--- config.mk ---
export PLATFORM = sky130hd
export DESIGN_NAME = lcd_command_decoder
export DESIGN_NICKNAME = d
export VERILOG_FILES = /design/src/lcd_cmd_pkg.sv /design/src/col_ctrl_if.sv /design/src/col_addr_unit.sv /design/src/lcd_command_decoder.sv
export VERILOG_INCLUDE_DIRS = /design/src
export SDC_FILE = /design/constraint.sdc
export NUM_CORES = 1
export LEC_CHECK = 0
export ABC_AREA = 1
export ABC_CLOCK_PERIOD_IN_PS = 6500
export BUFFER_PORTS_ARGS = -buffer_cell sky130_fd_sc_hd__buf_2
export CAP_MARGIN = 20
export CORE_AREA = 3 3 84 118
export DETAILED_ROUTE_END_ITERATION = 8
export DIE_AREA = 0 0 87 121
export PLACE_DENSITY = 0.69
export SYNTH_ARGS = -nofsm -noshare
export SYNTH_HDL_FRONTEND = slang
export SYNTH_HIERARCHICAL = 1
export SYNTH_SLANG_ARGS = --single-unit
--- constraint.sdc ---
create_clock -name clk -period 6.5 [get_ports clk]
set_input_delay 0.65 -clock clk [delete_from_list [all_inputs] [get_ports clk]]
set_output_delay 0.65 -clock clk [all_outputs]
set_load 0.1 [all_outputs]
--- src/lcd_cmd_consts.svh ---
// Opcode patterns, field positions and reset values of the LCD command decoder
`ifndef LCD_CMD_CONSTS_SVH
`define LCD_CMD_CONSTS_SVH

// Command byte patterns (? marks don't-care bits)
`define OP_DISP_ONOFF   8'b1010_111?
`define OP_START_LINE   8'b01??_????
`define OP_PAGE_SET     8'b1011_????
`define OP_COL_HIGH     8'b0001_????
`define OP_COL_LOW      8'b0000_????
`define OP_SEG_DIR      8'b1010_000?
`define OP_REVERSE      8'b1010_011?
`define OP_ALL_ON       8'b1010_010?
`define OP_BIAS         8'b1010_001?
`define OP_RMW_ENTER    8'b1110_0000
`define OP_RMW_END      8'b1110_1110
`define OP_SOFT_RESET   8'b1110_0010
`define OP_COM_SCAN     8'b1100_????
`define OP_POWER_CTRL   8'b0010_1???
`define OP_GAIN_RATIO   8'b0010_0???
`define OP_VOLUME_MODE  8'b1000_0001
`define OP_INDICATOR    8'b1010_110?
`define OP_NOP          8'b1110_0011
`define OP_TEST         8'b1111_????

// Field positions inside a command byte
`define FLD_SETTING     0
`define FLD_COM_SCAN    3
`define FLD_BOOSTER     2
`define FLD_REGULATOR   1
`define FLD_FOLLOWER    0
`define FLD_NIBBLE_MSB  3
`define FLD_LINE_MSB    5
`define FLD_RATIO_MSB   2
`define FLD_VOLUME_MSB  5
`define FLD_IND_MSB     1

// Column address limit and reset values
`define COL_MAX         8'h83
`define COL_RST         8'h00
`define PAGE_RST        4'h0
`define LINE_RST        6'h00
`define RATIO_RST       3'h0
`define VOLUME_RST      6'h20
`define IND_RST         2'h0

`endif

--- src/lcd_cmd_pkg.sv ---
// Types shared by the LCD command decoder modules
package lcd_cmd_pkg;

  // Byte expected next from the host
  typedef enum logic [1:0] {
    ST_COMMAND   = 2'h0,
    ST_VOLUME    = 2'h1,
    ST_INDICATOR = 2'h3
  } decode_state_e;

  typedef logic [7:0] col_addr_t;

endpackage : lcd_cmd_pkg

--- src/col_ctrl_if.sv ---
// Control bundle between the command decoder and the column address unit
`timescale 1ns/1ps
interface col_ctrl_if;
  logic                  setHigh;
  logic                  setLow;
  logic [3:0]            nibble;
  logic                  advance;
  logic                  save;
  logic                  restore;
  logic                  softReset;
  lcd_cmd_pkg::col_addr_t colAddr;

  modport ctrl (output setHigh, output setLow, output nibble, output advance,
                output save, output restore, output softReset, input colAddr);
  modport unit (input setHigh, input setLow, input nibble, input advance,
                input save, input restore, input softReset, output colAddr);
endinterface : col_ctrl_if

--- src/col_addr_unit.sv ---
// Column address counter with saturation and read/modify/write save slot
`timescale 1ns/1ps
`include "lcd_cmd_consts.svh"
module col_addr_unit (
  // Clock and reset
  input wire logic clk,
  input wire logic sys_rst,
  // Control from the decoder
  col_ctrl_if.unit cif
);

  lcd_cmd_pkg::col_addr_t col;
  lcd_cmd_pkg::col_addr_t saved;
  lcd_cmd_pkg::col_addr_t next_col;
  lcd_cmd_pkg::col_addr_t next_saved;

  always_comb begin
    next_col   = col;
    next_saved = saved;
    if (cif.save) begin
      next_saved = col;
    end
    if (cif.softReset) begin
      next_col = `COL_RST;
    end else if (cif.restore) begin
      next_col = saved;                                  // RULE_09
    end else if (cif.setHigh) begin
      next_col = {cif.nibble, col[3:0]};
    end else if (cif.setLow) begin
      next_col = {col[7:4], cif.nibble};
    end else if (cif.advance && col < `COL_MAX) begin
      // Stops at the last column; page never changes here
      next_col = col + 8'h01;                            // RULE_02
    end
  end

  always_ff @(posedge clk) begin
    if (sys_rst) begin
      col   <= `COL_RST;
      saved <= `COL_RST;
    end else begin
      col   <= next_col;
      saved <= next_saved;
    end
  end

  assign cif.colAddr = col;

endmodule : col_addr_unit

--- src/lcd_command_decoder.sv ---
// Command byte decoder holding display, power and addressing settings
//
// Overview of operation
// RULE_01: Data-select high write stores a byte at current RAM address, column advances.
// RULE_02: Column auto-increment stops at 83h, never wraps or touches the page.
// RULE_03: Each write with data-select low is one command; don't-care bits ignored.
// RULE_04: A6/A7 choose normal or inverted pixel polarity from D0; RAM untouched.
// RULE_05: A4/A5 clear or set all-pixels-on from D0; overrides data and polarity.
// RULE_06: All-pixels-on while display is off enters power save.
// RULE_07: A2/A3 store bias select from D0; zero picks the higher bias.
// RULE_08: E0 saves column and enters read/modify/write; reads then keep column.
// RULE_09: Read/modify/write lasts until EE, which restores the saved column.
// RULE_10: Host must not set column address during read/modify/write.
// RULE_11: E2 restores line, column, page, scan, ratio, volume, indicator; ends modes.
// RULE_12: Soft reset leaves RAM unchanged and acts after the byte is received.
// RULE_13: Host must use the hardware reset pin at power-up, not soft reset.
// RULE_14: C0-CF take common scan direction from D3, other low bits ignored.
// RULE_15: 28-2F set booster, regulator and follower enables from D2, D1, D0.
// RULE_16: 20-27 store the low three bits as regulator gain ratio.
// RULE_17: After 81 the next command byte is taken only as the volume value.
// RULE_18: That byte loads D5-D0 as six-bit volume, then volume mode ends.
// RULE_19: Host not using volume control should load binary 100000.
`timescale 1ns/1ps
`include "lcd_cmd_consts.svh"
module lcd_command_decoder (
  // Clock and reset
  input  wire logic       clk,
  input  wire logic       sys_rst,
  // Host port, one-cycle strobes from the host interface logic
  input  wire logic       hostWrStrobe,
  input  wire logic       hostRdStrobe,
  input  wire logic       cmdDataSelect,
  input  wire logic [7:0] hostData,
  // Display RAM write port
  output logic            ramWrEn,
  output logic [7:0]      ramWrData,
  output logic [3:0]      ramPage,
  output logic [7:0]      ramColumn,
  // Addressing state
  output logic [3:0]      pageAddr,
  output logic [7:0]      columnAddr,
  output logic [5:0]      startLine,
  // Display settings
  output logic            displayOn,
  output logic            segReverse,
  output logic            reversePolarity,
  output logic            allPointsOn,
  output logic            powerSave,
  output logic            biasSelect,
  output logic            comScanReverse,
  // Mode flags
  output logic            rmwActive,
  output logic            testMode,
  output logic            volumeMode,
  // Power circuit settings
  output logic            boosterEn,
  output logic            regulatorEn,
  output logic            followerEn,
  output logic [2:0]      regulatorGainRatio,
  output logic [5:0]      volumeLevel,
  // Static indicator
  output logic            indicatorOn,
  output logic [1:0]      indicatorMode
);

  col_ctrl_if colBus ();

  col_addr_unit colUnit (
    .clk     (clk),
    .sys_rst (sys_rst),
    .cif     (colBus)
  );

  lcd_cmd_pkg::decode_state_e state;
  lcd_cmd_pkg::decode_state_e next_state;

  logic       next_displayOn;
  logic       next_segReverse;
  logic       next_reversePolarity;
  logic       next_allPointsOn;
  logic       next_powerSave;
  logic       next_biasSelect;
  logic       next_comScanReverse;
  logic       next_rmwActive;
  logic       next_testMode;
  logic       next_boosterEn;
  logic       next_regulatorEn;
  logic       next_followerEn;
  logic [2:0] next_regulatorGainRatio;
  logic [5:0] next_volumeLevel;
  logic       next_indicatorOn;
  logic [1:0] next_indicatorMode;
  logic [3:0] next_pageAddr;
  logic [5:0] next_startLine;
  logic       next_ramWrEn;
  logic [7:0] next_ramWrData;
  logic [3:0] next_ramPage;
  logic [7:0] next_ramColumn;

  logic cmdWrite;
  logic dataWrite;
  logic dataRead;

  assign cmdWrite  = hostWrStrobe & ~cmdDataSelect;                                 // RULE_03
  assign dataWrite = hostWrStrobe & cmdDataSelect;
  assign dataRead  = hostRdStrobe & cmdDataSelect;

  always_comb begin
    next_state              = state;
    next_displayOn          = displayOn;
    next_segReverse         = segReverse;
    next_reversePolarity    = reversePolarity;
    next_allPointsOn        = allPointsOn;
    next_biasSelect         = biasSelect;
    next_comScanReverse     = comScanReverse;
    next_rmwActive          = rmwActive;
    next_testMode           = testMode;
    next_boosterEn          = boosterEn;
    next_regulatorEn        = regulatorEn;
    next_followerEn         = followerEn;
    next_regulatorGainRatio = regulatorGainRatio;
    next_volumeLevel        = volumeLevel;
    next_indicatorOn        = indicatorOn;
    next_indicatorMode      = indicatorMode;
    next_pageAddr           = pageAddr;
    next_startLine          = startLine;
    next_ramWrEn            = 1'b0;
    next_ramWrData          = ramWrData;
    next_ramPage            = ramPage;
    next_ramColumn          = ramColumn;
    colBus.setHigh          = 1'b0;
    colBus.setLow           = 1'b0;
    colBus.nibble           = hostData[`FLD_NIBBLE_MSB:0];
    colBus.advance          = 1'b0;
    colBus.save             = 1'b0;
    colBus.restore          = 1'b0;
    colBus.softReset        = 1'b0;

    // Data bytes land at the address current before the advance
    if (dataWrite) begin
      next_ramWrEn   = 1'b1;                                                         // RULE_01
      next_ramWrData = hostData;
      next_ramPage   = pageAddr;
      next_ramColumn = colBus.colAddr;
      colBus.advance = 1'b1;                                                         // RULE_08
    end else if (dataRead) begin
      colBus.advance = ~rmwActive;                                                   // RULE_08
    end

    if (cmdWrite) begin
      unique case (state)
        lcd_cmd_pkg::ST_VOLUME: begin
          next_volumeLevel = hostData[`FLD_VOLUME_MSB:0];                             // RULE_18
          next_state       = lcd_cmd_pkg::ST_COMMAND;
        end
        lcd_cmd_pkg::ST_INDICATOR: begin
          next_indicatorMode = hostData[`FLD_IND_MSB:0];
          next_state         = lcd_cmd_pkg::ST_COMMAND;
        end
        lcd_cmd_pkg::ST_COMMAND: begin
          casez (hostData)
            `OP_DISP_ONOFF:  next_displayOn       = hostData[`FLD_SETTING];
            `OP_SEG_DIR:     next_segReverse      = hostData[`FLD_SETTING];
            `OP_REVERSE:     next_reversePolarity = hostData[`FLD_SETTING];              // RULE_04
            `OP_ALL_ON:      next_allPointsOn     = hostData[`FLD_SETTING];              // RULE_05
            `OP_BIAS:        next_biasSelect      = hostData[`FLD_SETTING];              // RULE_07
            `OP_START_LINE:  next_startLine       = hostData[`FLD_LINE_MSB:0];
            `OP_PAGE_SET:    next_pageAddr        = hostData[`FLD_NIBBLE_MSB:0];
            // A column set during read/modify/write is the host's fault; it is obeyed
            `OP_COL_HIGH:    colBus.setHigh       = 1'b1;                                // RULE_10
            `OP_COL_LOW:     colBus.setLow        = 1'b1;
            `OP_COM_SCAN:    next_comScanReverse  = hostData[`FLD_COM_SCAN];             // RULE_14
            `OP_POWER_CTRL: begin
              next_boosterEn   = hostData[`FLD_BOOSTER];                                 // RULE_15
              next_regulatorEn = hostData[`FLD_REGULATOR];
              next_followerEn  = hostData[`FLD_FOLLOWER];
            end
            `OP_GAIN_RATIO:  next_regulatorGainRatio = hostData[`FLD_RATIO_MSB:0];       // RULE_16
            `OP_VOLUME_MODE: next_state = lcd_cmd_pkg::ST_VOLUME;                        // RULE_17
            `OP_INDICATOR: begin
              next_indicatorOn = hostData[`FLD_SETTING];
              if (hostData[`FLD_SETTING]) begin
                next_state = lcd_cmd_pkg::ST_INDICATOR;
              end
            end
            `OP_RMW_ENTER: begin
              // Re-entry while active keeps the first saved column
              if (!rmwActive) begin
                colBus.save = 1'b1;                                                      // RULE_08
              end
              next_rmwActive = 1'b1;
            end
            `OP_RMW_END: begin
              if (rmwActive) begin
                colBus.restore = 1'b1;                                                   // RULE_09
              end
              next_rmwActive = 1'b0;
            end
            `OP_SOFT_RESET: begin
              // Applied on the strobe of the complete byte; RAM port untouched
              next_startLine          = `LINE_RST;                                       // RULE_11
              next_pageAddr           = `PAGE_RST;
              colBus.softReset        = 1'b1;
              next_comScanReverse     = 1'b0;
              next_regulatorGainRatio = `RATIO_RST;
              next_volumeLevel        = `VOLUME_RST;
              next_indicatorOn        = 1'b0;
              next_indicatorMode      = `IND_RST;
              next_rmwActive          = 1'b0;
              next_testMode           = 1'b0;                                            // RULE_12
            end
            `OP_NOP:         next_testMode = 1'b0;
            `OP_TEST:        next_testMode = 1'b1;
            default: begin
            end
          endcase
        end
        default: next_state = lcd_cmd_pkg::ST_COMMAND;
      endcase
    end

    // Power save follows from all-on with the display off, in either order
    next_powerSave = next_allPointsOn & ~next_displayOn;                                 // RULE_06
  end

  always_ff @(posedge clk) begin
    if (sys_rst) begin
      state              <= lcd_cmd_pkg::ST_COMMAND;
      displayOn          <= 1'b0;
      segReverse         <= 1'b0;
      reversePolarity    <= 1'b0;
      allPointsOn        <= 1'b0;
      powerSave          <= 1'b0;
      biasSelect         <= 1'b0;
      comScanReverse     <= 1'b0;
      rmwActive          <= 1'b0;
      testMode           <= 1'b0;
      boosterEn          <= 1'b0;
      regulatorEn        <= 1'b0;
      followerEn         <= 1'b0;
      regulatorGainRatio <= `RATIO_RST;
      volumeLevel        <= `VOLUME_RST;
      indicatorOn        <= 1'b0;
      indicatorMode      <= `IND_RST;
      pageAddr           <= `PAGE_RST;
      startLine          <= `LINE_RST;
      ramWrEn            <= 1'b0;
      ramWrData          <= 8'h00;
      ramPage            <= `PAGE_RST;
      ramColumn          <= `COL_RST;
    end else begin
      state              <= next_state;
      displayOn          <= next_displayOn;
      segReverse         <= next_segReverse;
      reversePolarity    <= next_reversePolarity;
      allPointsOn        <= next_allPointsOn;
      powerSave          <= next_powerSave;
      biasSelect         <= next_biasSelect;
      comScanReverse     <= next_comScanReverse;
      rmwActive          <= next_rmwActive;
      testMode           <= next_testMode;
      boosterEn          <= next_boosterEn;
      regulatorEn        <= next_regulatorEn;
      followerEn         <= next_followerEn;
      regulatorGainRatio <= next_regulatorGainRatio;
      volumeLevel        <= next_volumeLevel;
      indicatorOn        <= next_indicatorOn;
      indicatorMode      <= next_indicatorMode;
      pageAddr           <= next_pageAddr;
      startLine          <= next_startLine;
      ramWrEn            <= next_ramWrEn;
      ramWrData          <= next_ramWrData;
      ramPage            <= next_ramPage;
      ramColumn          <= next_ramColumn;
    end
  end

  assign columnAddr = colBus.colAddr;
  assign volumeMode = (state == lcd_cmd_pkg::ST_VOLUME);

endmodule : lcd_command_decoder

==> summary.txt <==
Clock network
  • CTS H-tree lvls: 3
  • CTS Buffer Depth: 2
  • TritonCTS clock tree: done
  • Clock Pin Slew Worst Setup and Hold Paths: 0.05 ns
  • Post_cts resized: 0
  • Clock Latency Late Sink: 0.34 ns
  • # Post-CTS Setup Buffers: 0
  • CTS Buf Count: 9
  • Clock sinks: 73
  • CTS Hold Bufs: 0
  • Clk root buf: clkbuf_16

STA
  • Fin Setup TNS: 0 ns
  • Final Cycle Share: 40.0%
  • Slew Limit Fails: 0
  • Final setup fails: 0
  • Peak Freq: 384 MHz
  • RSZ-0062 raised after global routing: false
  • Setup ws final: 3.90 ns
  • Final min period: 2.60 ns
  • Clock Skew: 0.00535 ns
  • Relative slew slack: 35.6%
  • Fin. Hold Viols: 0
  • Measured slew at the worst slew-check pin: 0.958 ns

Pwr
  • PD cells: 285 nW/um^2
  • Comb pwr share: 18.4%
  • Cell Int Power: 830 uW
  • Sw Pwr: 390 uW
  • Peak supply drop: 163 uV
  • Sw Ratio: 31.9%
  • Reg power frac: 39.2%
  • Clock power frac: 42.3%
  • Leak: 0.00206 uW

Critical path
  • WP data required: 6.72 ns
  • CP endpoint kind: flop
  • Critical Path AT: 2.82 ns
  • Maximum fanout along the worst path: 15
  • Family with the most delay on the worst path: simple AND/OR/NAND/NOR gates
  • CP max-delay cell: nor4_1
  • WP buf/inv: 5
  • Worst setup path class: input pin to flop
  • CP Cell Sequence: buf_2 -> inv_1 -> nand2_2 -> nor2_8 -> inv_1 -> nor4_1 -> inv_1 -> nand2_2 -> clkinv_2 -> o21ai_1 -> o21ai_1 -> nand3_1 -> a21oi_2
  • Critical Path Source: cmdDataSelect
  • Largest stage delay on the critical path: 0.74 ns
  • CP most frequent cell: inv_1
  • Crit Reg-Reg Startpoint: state[1]
  • Worst Setup Start Kind: input pin
  • Setup slack, reg-to-reg: 3.98 ns

Floorplan
  • I/O pin count: 77
  • Die area: 10500 um^2
  • Rows: 41
  • Die Ht: 121 um
  • Core area: 8980 um^2
  • Initial Util: 39.5%
  • Die Wd: 87 um

Placement
  • HPWL after detailed placement: 7510 um
  • Placer Congestion: 0.859
  • Dpl ws: 3.59 ns
  • I/O Buffers: 76
  • Placed Instance Area: 3960 um^2

GRT
  • Met1 usage: 23.3%
  • First-pass GRT wire length: 16300 um
  • Initial antenna violation count: 0
  • Total track usage: 19.7%
  • Largest net degree at the start of global routing: 44
  • Gr ovfl total: 0
  • Met3 Use GR: 4.48%
  • Busiest grt layer: met2
  • Via count of the first global-routing pass: 3335
  • GR Layer Usage met2: 33.9%

Synth
  • Synth Flop Type: dfxtp_1
  • Yosys warns: 6
  • Top cell type's share of synthesized area: 41.2%
  • Post-Syn Instances: 511
  • Ranking of synthesized cells by area: dfxtp_1 41%, nand2_1 9.7%, nor2_1 7.9%
  • Share of the yosys chip area belonging to registers: 41.2%
  • Async set or reset register ratio after synthesis: 0%
  • Syn avg cell area: 6.94 um^2
  • Synth Register Bits: 73
  • Most common cell in the netlist: nand2_1
  • Commonest cells in the netlist: 92 x nand2_1, 75 x nor2_1, 73 x dfxtp_1
  • Number of enable flip-flop cells after synthesis: 0
  • Post-synth top area cell: dfxtp_1
  • Count of cell types in the netlist: 33
  • Synth Cell Area: 3550 um^2
  • Syn Nets: 525

Detailed routing
  • DRC Markers: 0
  • Post-route ant nets: 0
  • Final wirelength: 10200 um
  • Pre-Repair DR Iteration Count: 5
  • Initial DRC count: 130
  • Vias post-DR: 3551
  • DR WL/cell: 14.8 um
  • Vias per cell: 5.15

Cells and area
  • Layout area overhead: 20.5%
  • Design Area, Final: 4280 um^2
  • Layout cell share with drive strength beyond 1: 23.5%
  • Ant diodes: 0
  • Final net count: 592

Status
  • Status: finished, final reports clean

Flow run
  • Max capacitance violation total: 0

Hold path
  • Hold wc startpoint: reversePolarity
  • Hold Crit Class: flop to flop
-- cells by family (layout without fill, tap and decap cells) --
kind of cell	count (synthesis)	in the layout	share of synthesized area (%)
buffers and inverters	81	153	9.80
AO/OA/AOI/OAI	102	102	15.4
adder cells (fa/ha/maj)	1	1	0.353
flip-flops	73	73	41.2
AND/OR/NAND/NOR	254	254	33.2
-- final timing paths --
| kind | depth (start not counted) | end |
|---|---|---|
| setup / recovery | 13 | colUnit/cif.colAddr[1] |
| hold / removal | 2 | reversePolarity |
| setup reg to reg | 12 | colUnit/cif.colAddr[1] |
| hold reg to reg | 2 | reversePolarity |
-- power groups by stage --
stage / clock network, uW / registers (uW) / logic, uW
global route: 545 / 480 / 239
CTS: 525 / 478 / 225
detailed placement: 0 / 488 / 224
floorplan: 0 / 595 / 73.8
global placement: 0 / 488 / 225
finish: 517 / 478 / 225
-- area by class of cell --
class	count	area (um^2)
fillers	930	4700
inverters	59	229
repair buffers	78	395
clock inverters	4	50.0
flip-flops and latches	73	1460
well taps	107	134
clock buffers	12	267
multi-input cells	357	1740
-- through the flow --
stage          std cells  hold slack [ns]  util (%)  power [uW]
3_5_place_dp         674            0.435      44.1         713
4_1_cts              690            0.443      47.6        1230
5_1_grt              690            0.468      47.6        1260
3_3_place_gp         674            0.433      44.1         713
2_1_floorplan        511            0.441         -         669
6_report             690            0.442      47.6        1220
-- metal layers --
metal	part of all wire (%)	vias up
met2	50	104
li1	-	1797
met1	42	1625
met5	0	-
met4	2.5	0
met3	4.9	25
-- cell usage in the layout (no fill, tap or decap) --
| cell | count |
|---|---|
| nand3b_1 | 2 |
| nor3_1 | 5 |
| nand2_2 | 9 |
| inv_1 | 49 |
| nand3_2 | 7 |
| clkinvlp_4 | 2 |
| a21oi_2 | 3 |
| nand2_4 | 3 |
| nor4_1 | 1 |
| o21bai_2 | 1 |
| o211ai_1 | 1 |
| nor2_8 | 1 |
| a21oi_1 | 52 |
| nand4_1 | 4 |
| o21ai_0 | 30 |
| bufinv_16 | 1 |
| clkbuf_16 | 9 |
| clkbuf_8 | 3 |
| nor2_2 | 4 |
| a211oi_1 | 6 |
| a31oi_1 | 2 |
| ha_1 | 1 |
| clkinv_4 | 1 |
| dfxtp_1 | 73 |
| buf_4 | 2 |
| nor3_4 | 1 |
| nor3_2 | 1 |
| inv_2 | 7 |
| or2_2 | 3 |
| nand3_1 | 46 |
| clkinv_2 | 3 |
| nand2_1 | 92 |
| buf_2 | 76 |
| o21ai_1 | 7 |
| nor2_1 | 75 |
-- sequential cells by signal, summed over array words and instances, names as in the netlist, 2 cells and up --
register / count
state: 2
colUnit/cif.colAddr: 8
ramPage: 4
indicatorMode: 2
ramWrData: 8
startLine: 6
colUnit/saved: 8
regulatorGainRatio: 3
volumeLevel: 6
pageAddr: 4
ramColumn: 8
-- worst reg2reg max path: cells and delay by family, from the launching register on --
| family | cells | cell delay (ns) |
|---|---|---|
| AND/OR/NAND/NOR | 5 | 1.36 |
| flip-flops | 1 | 0.34 |
| buffers and inverters | 4 | 0.49 |
| AO/OA/AOI/OAI | 3 | 0.23 |
Note: power is estimated with default switching activity, not from simulation.
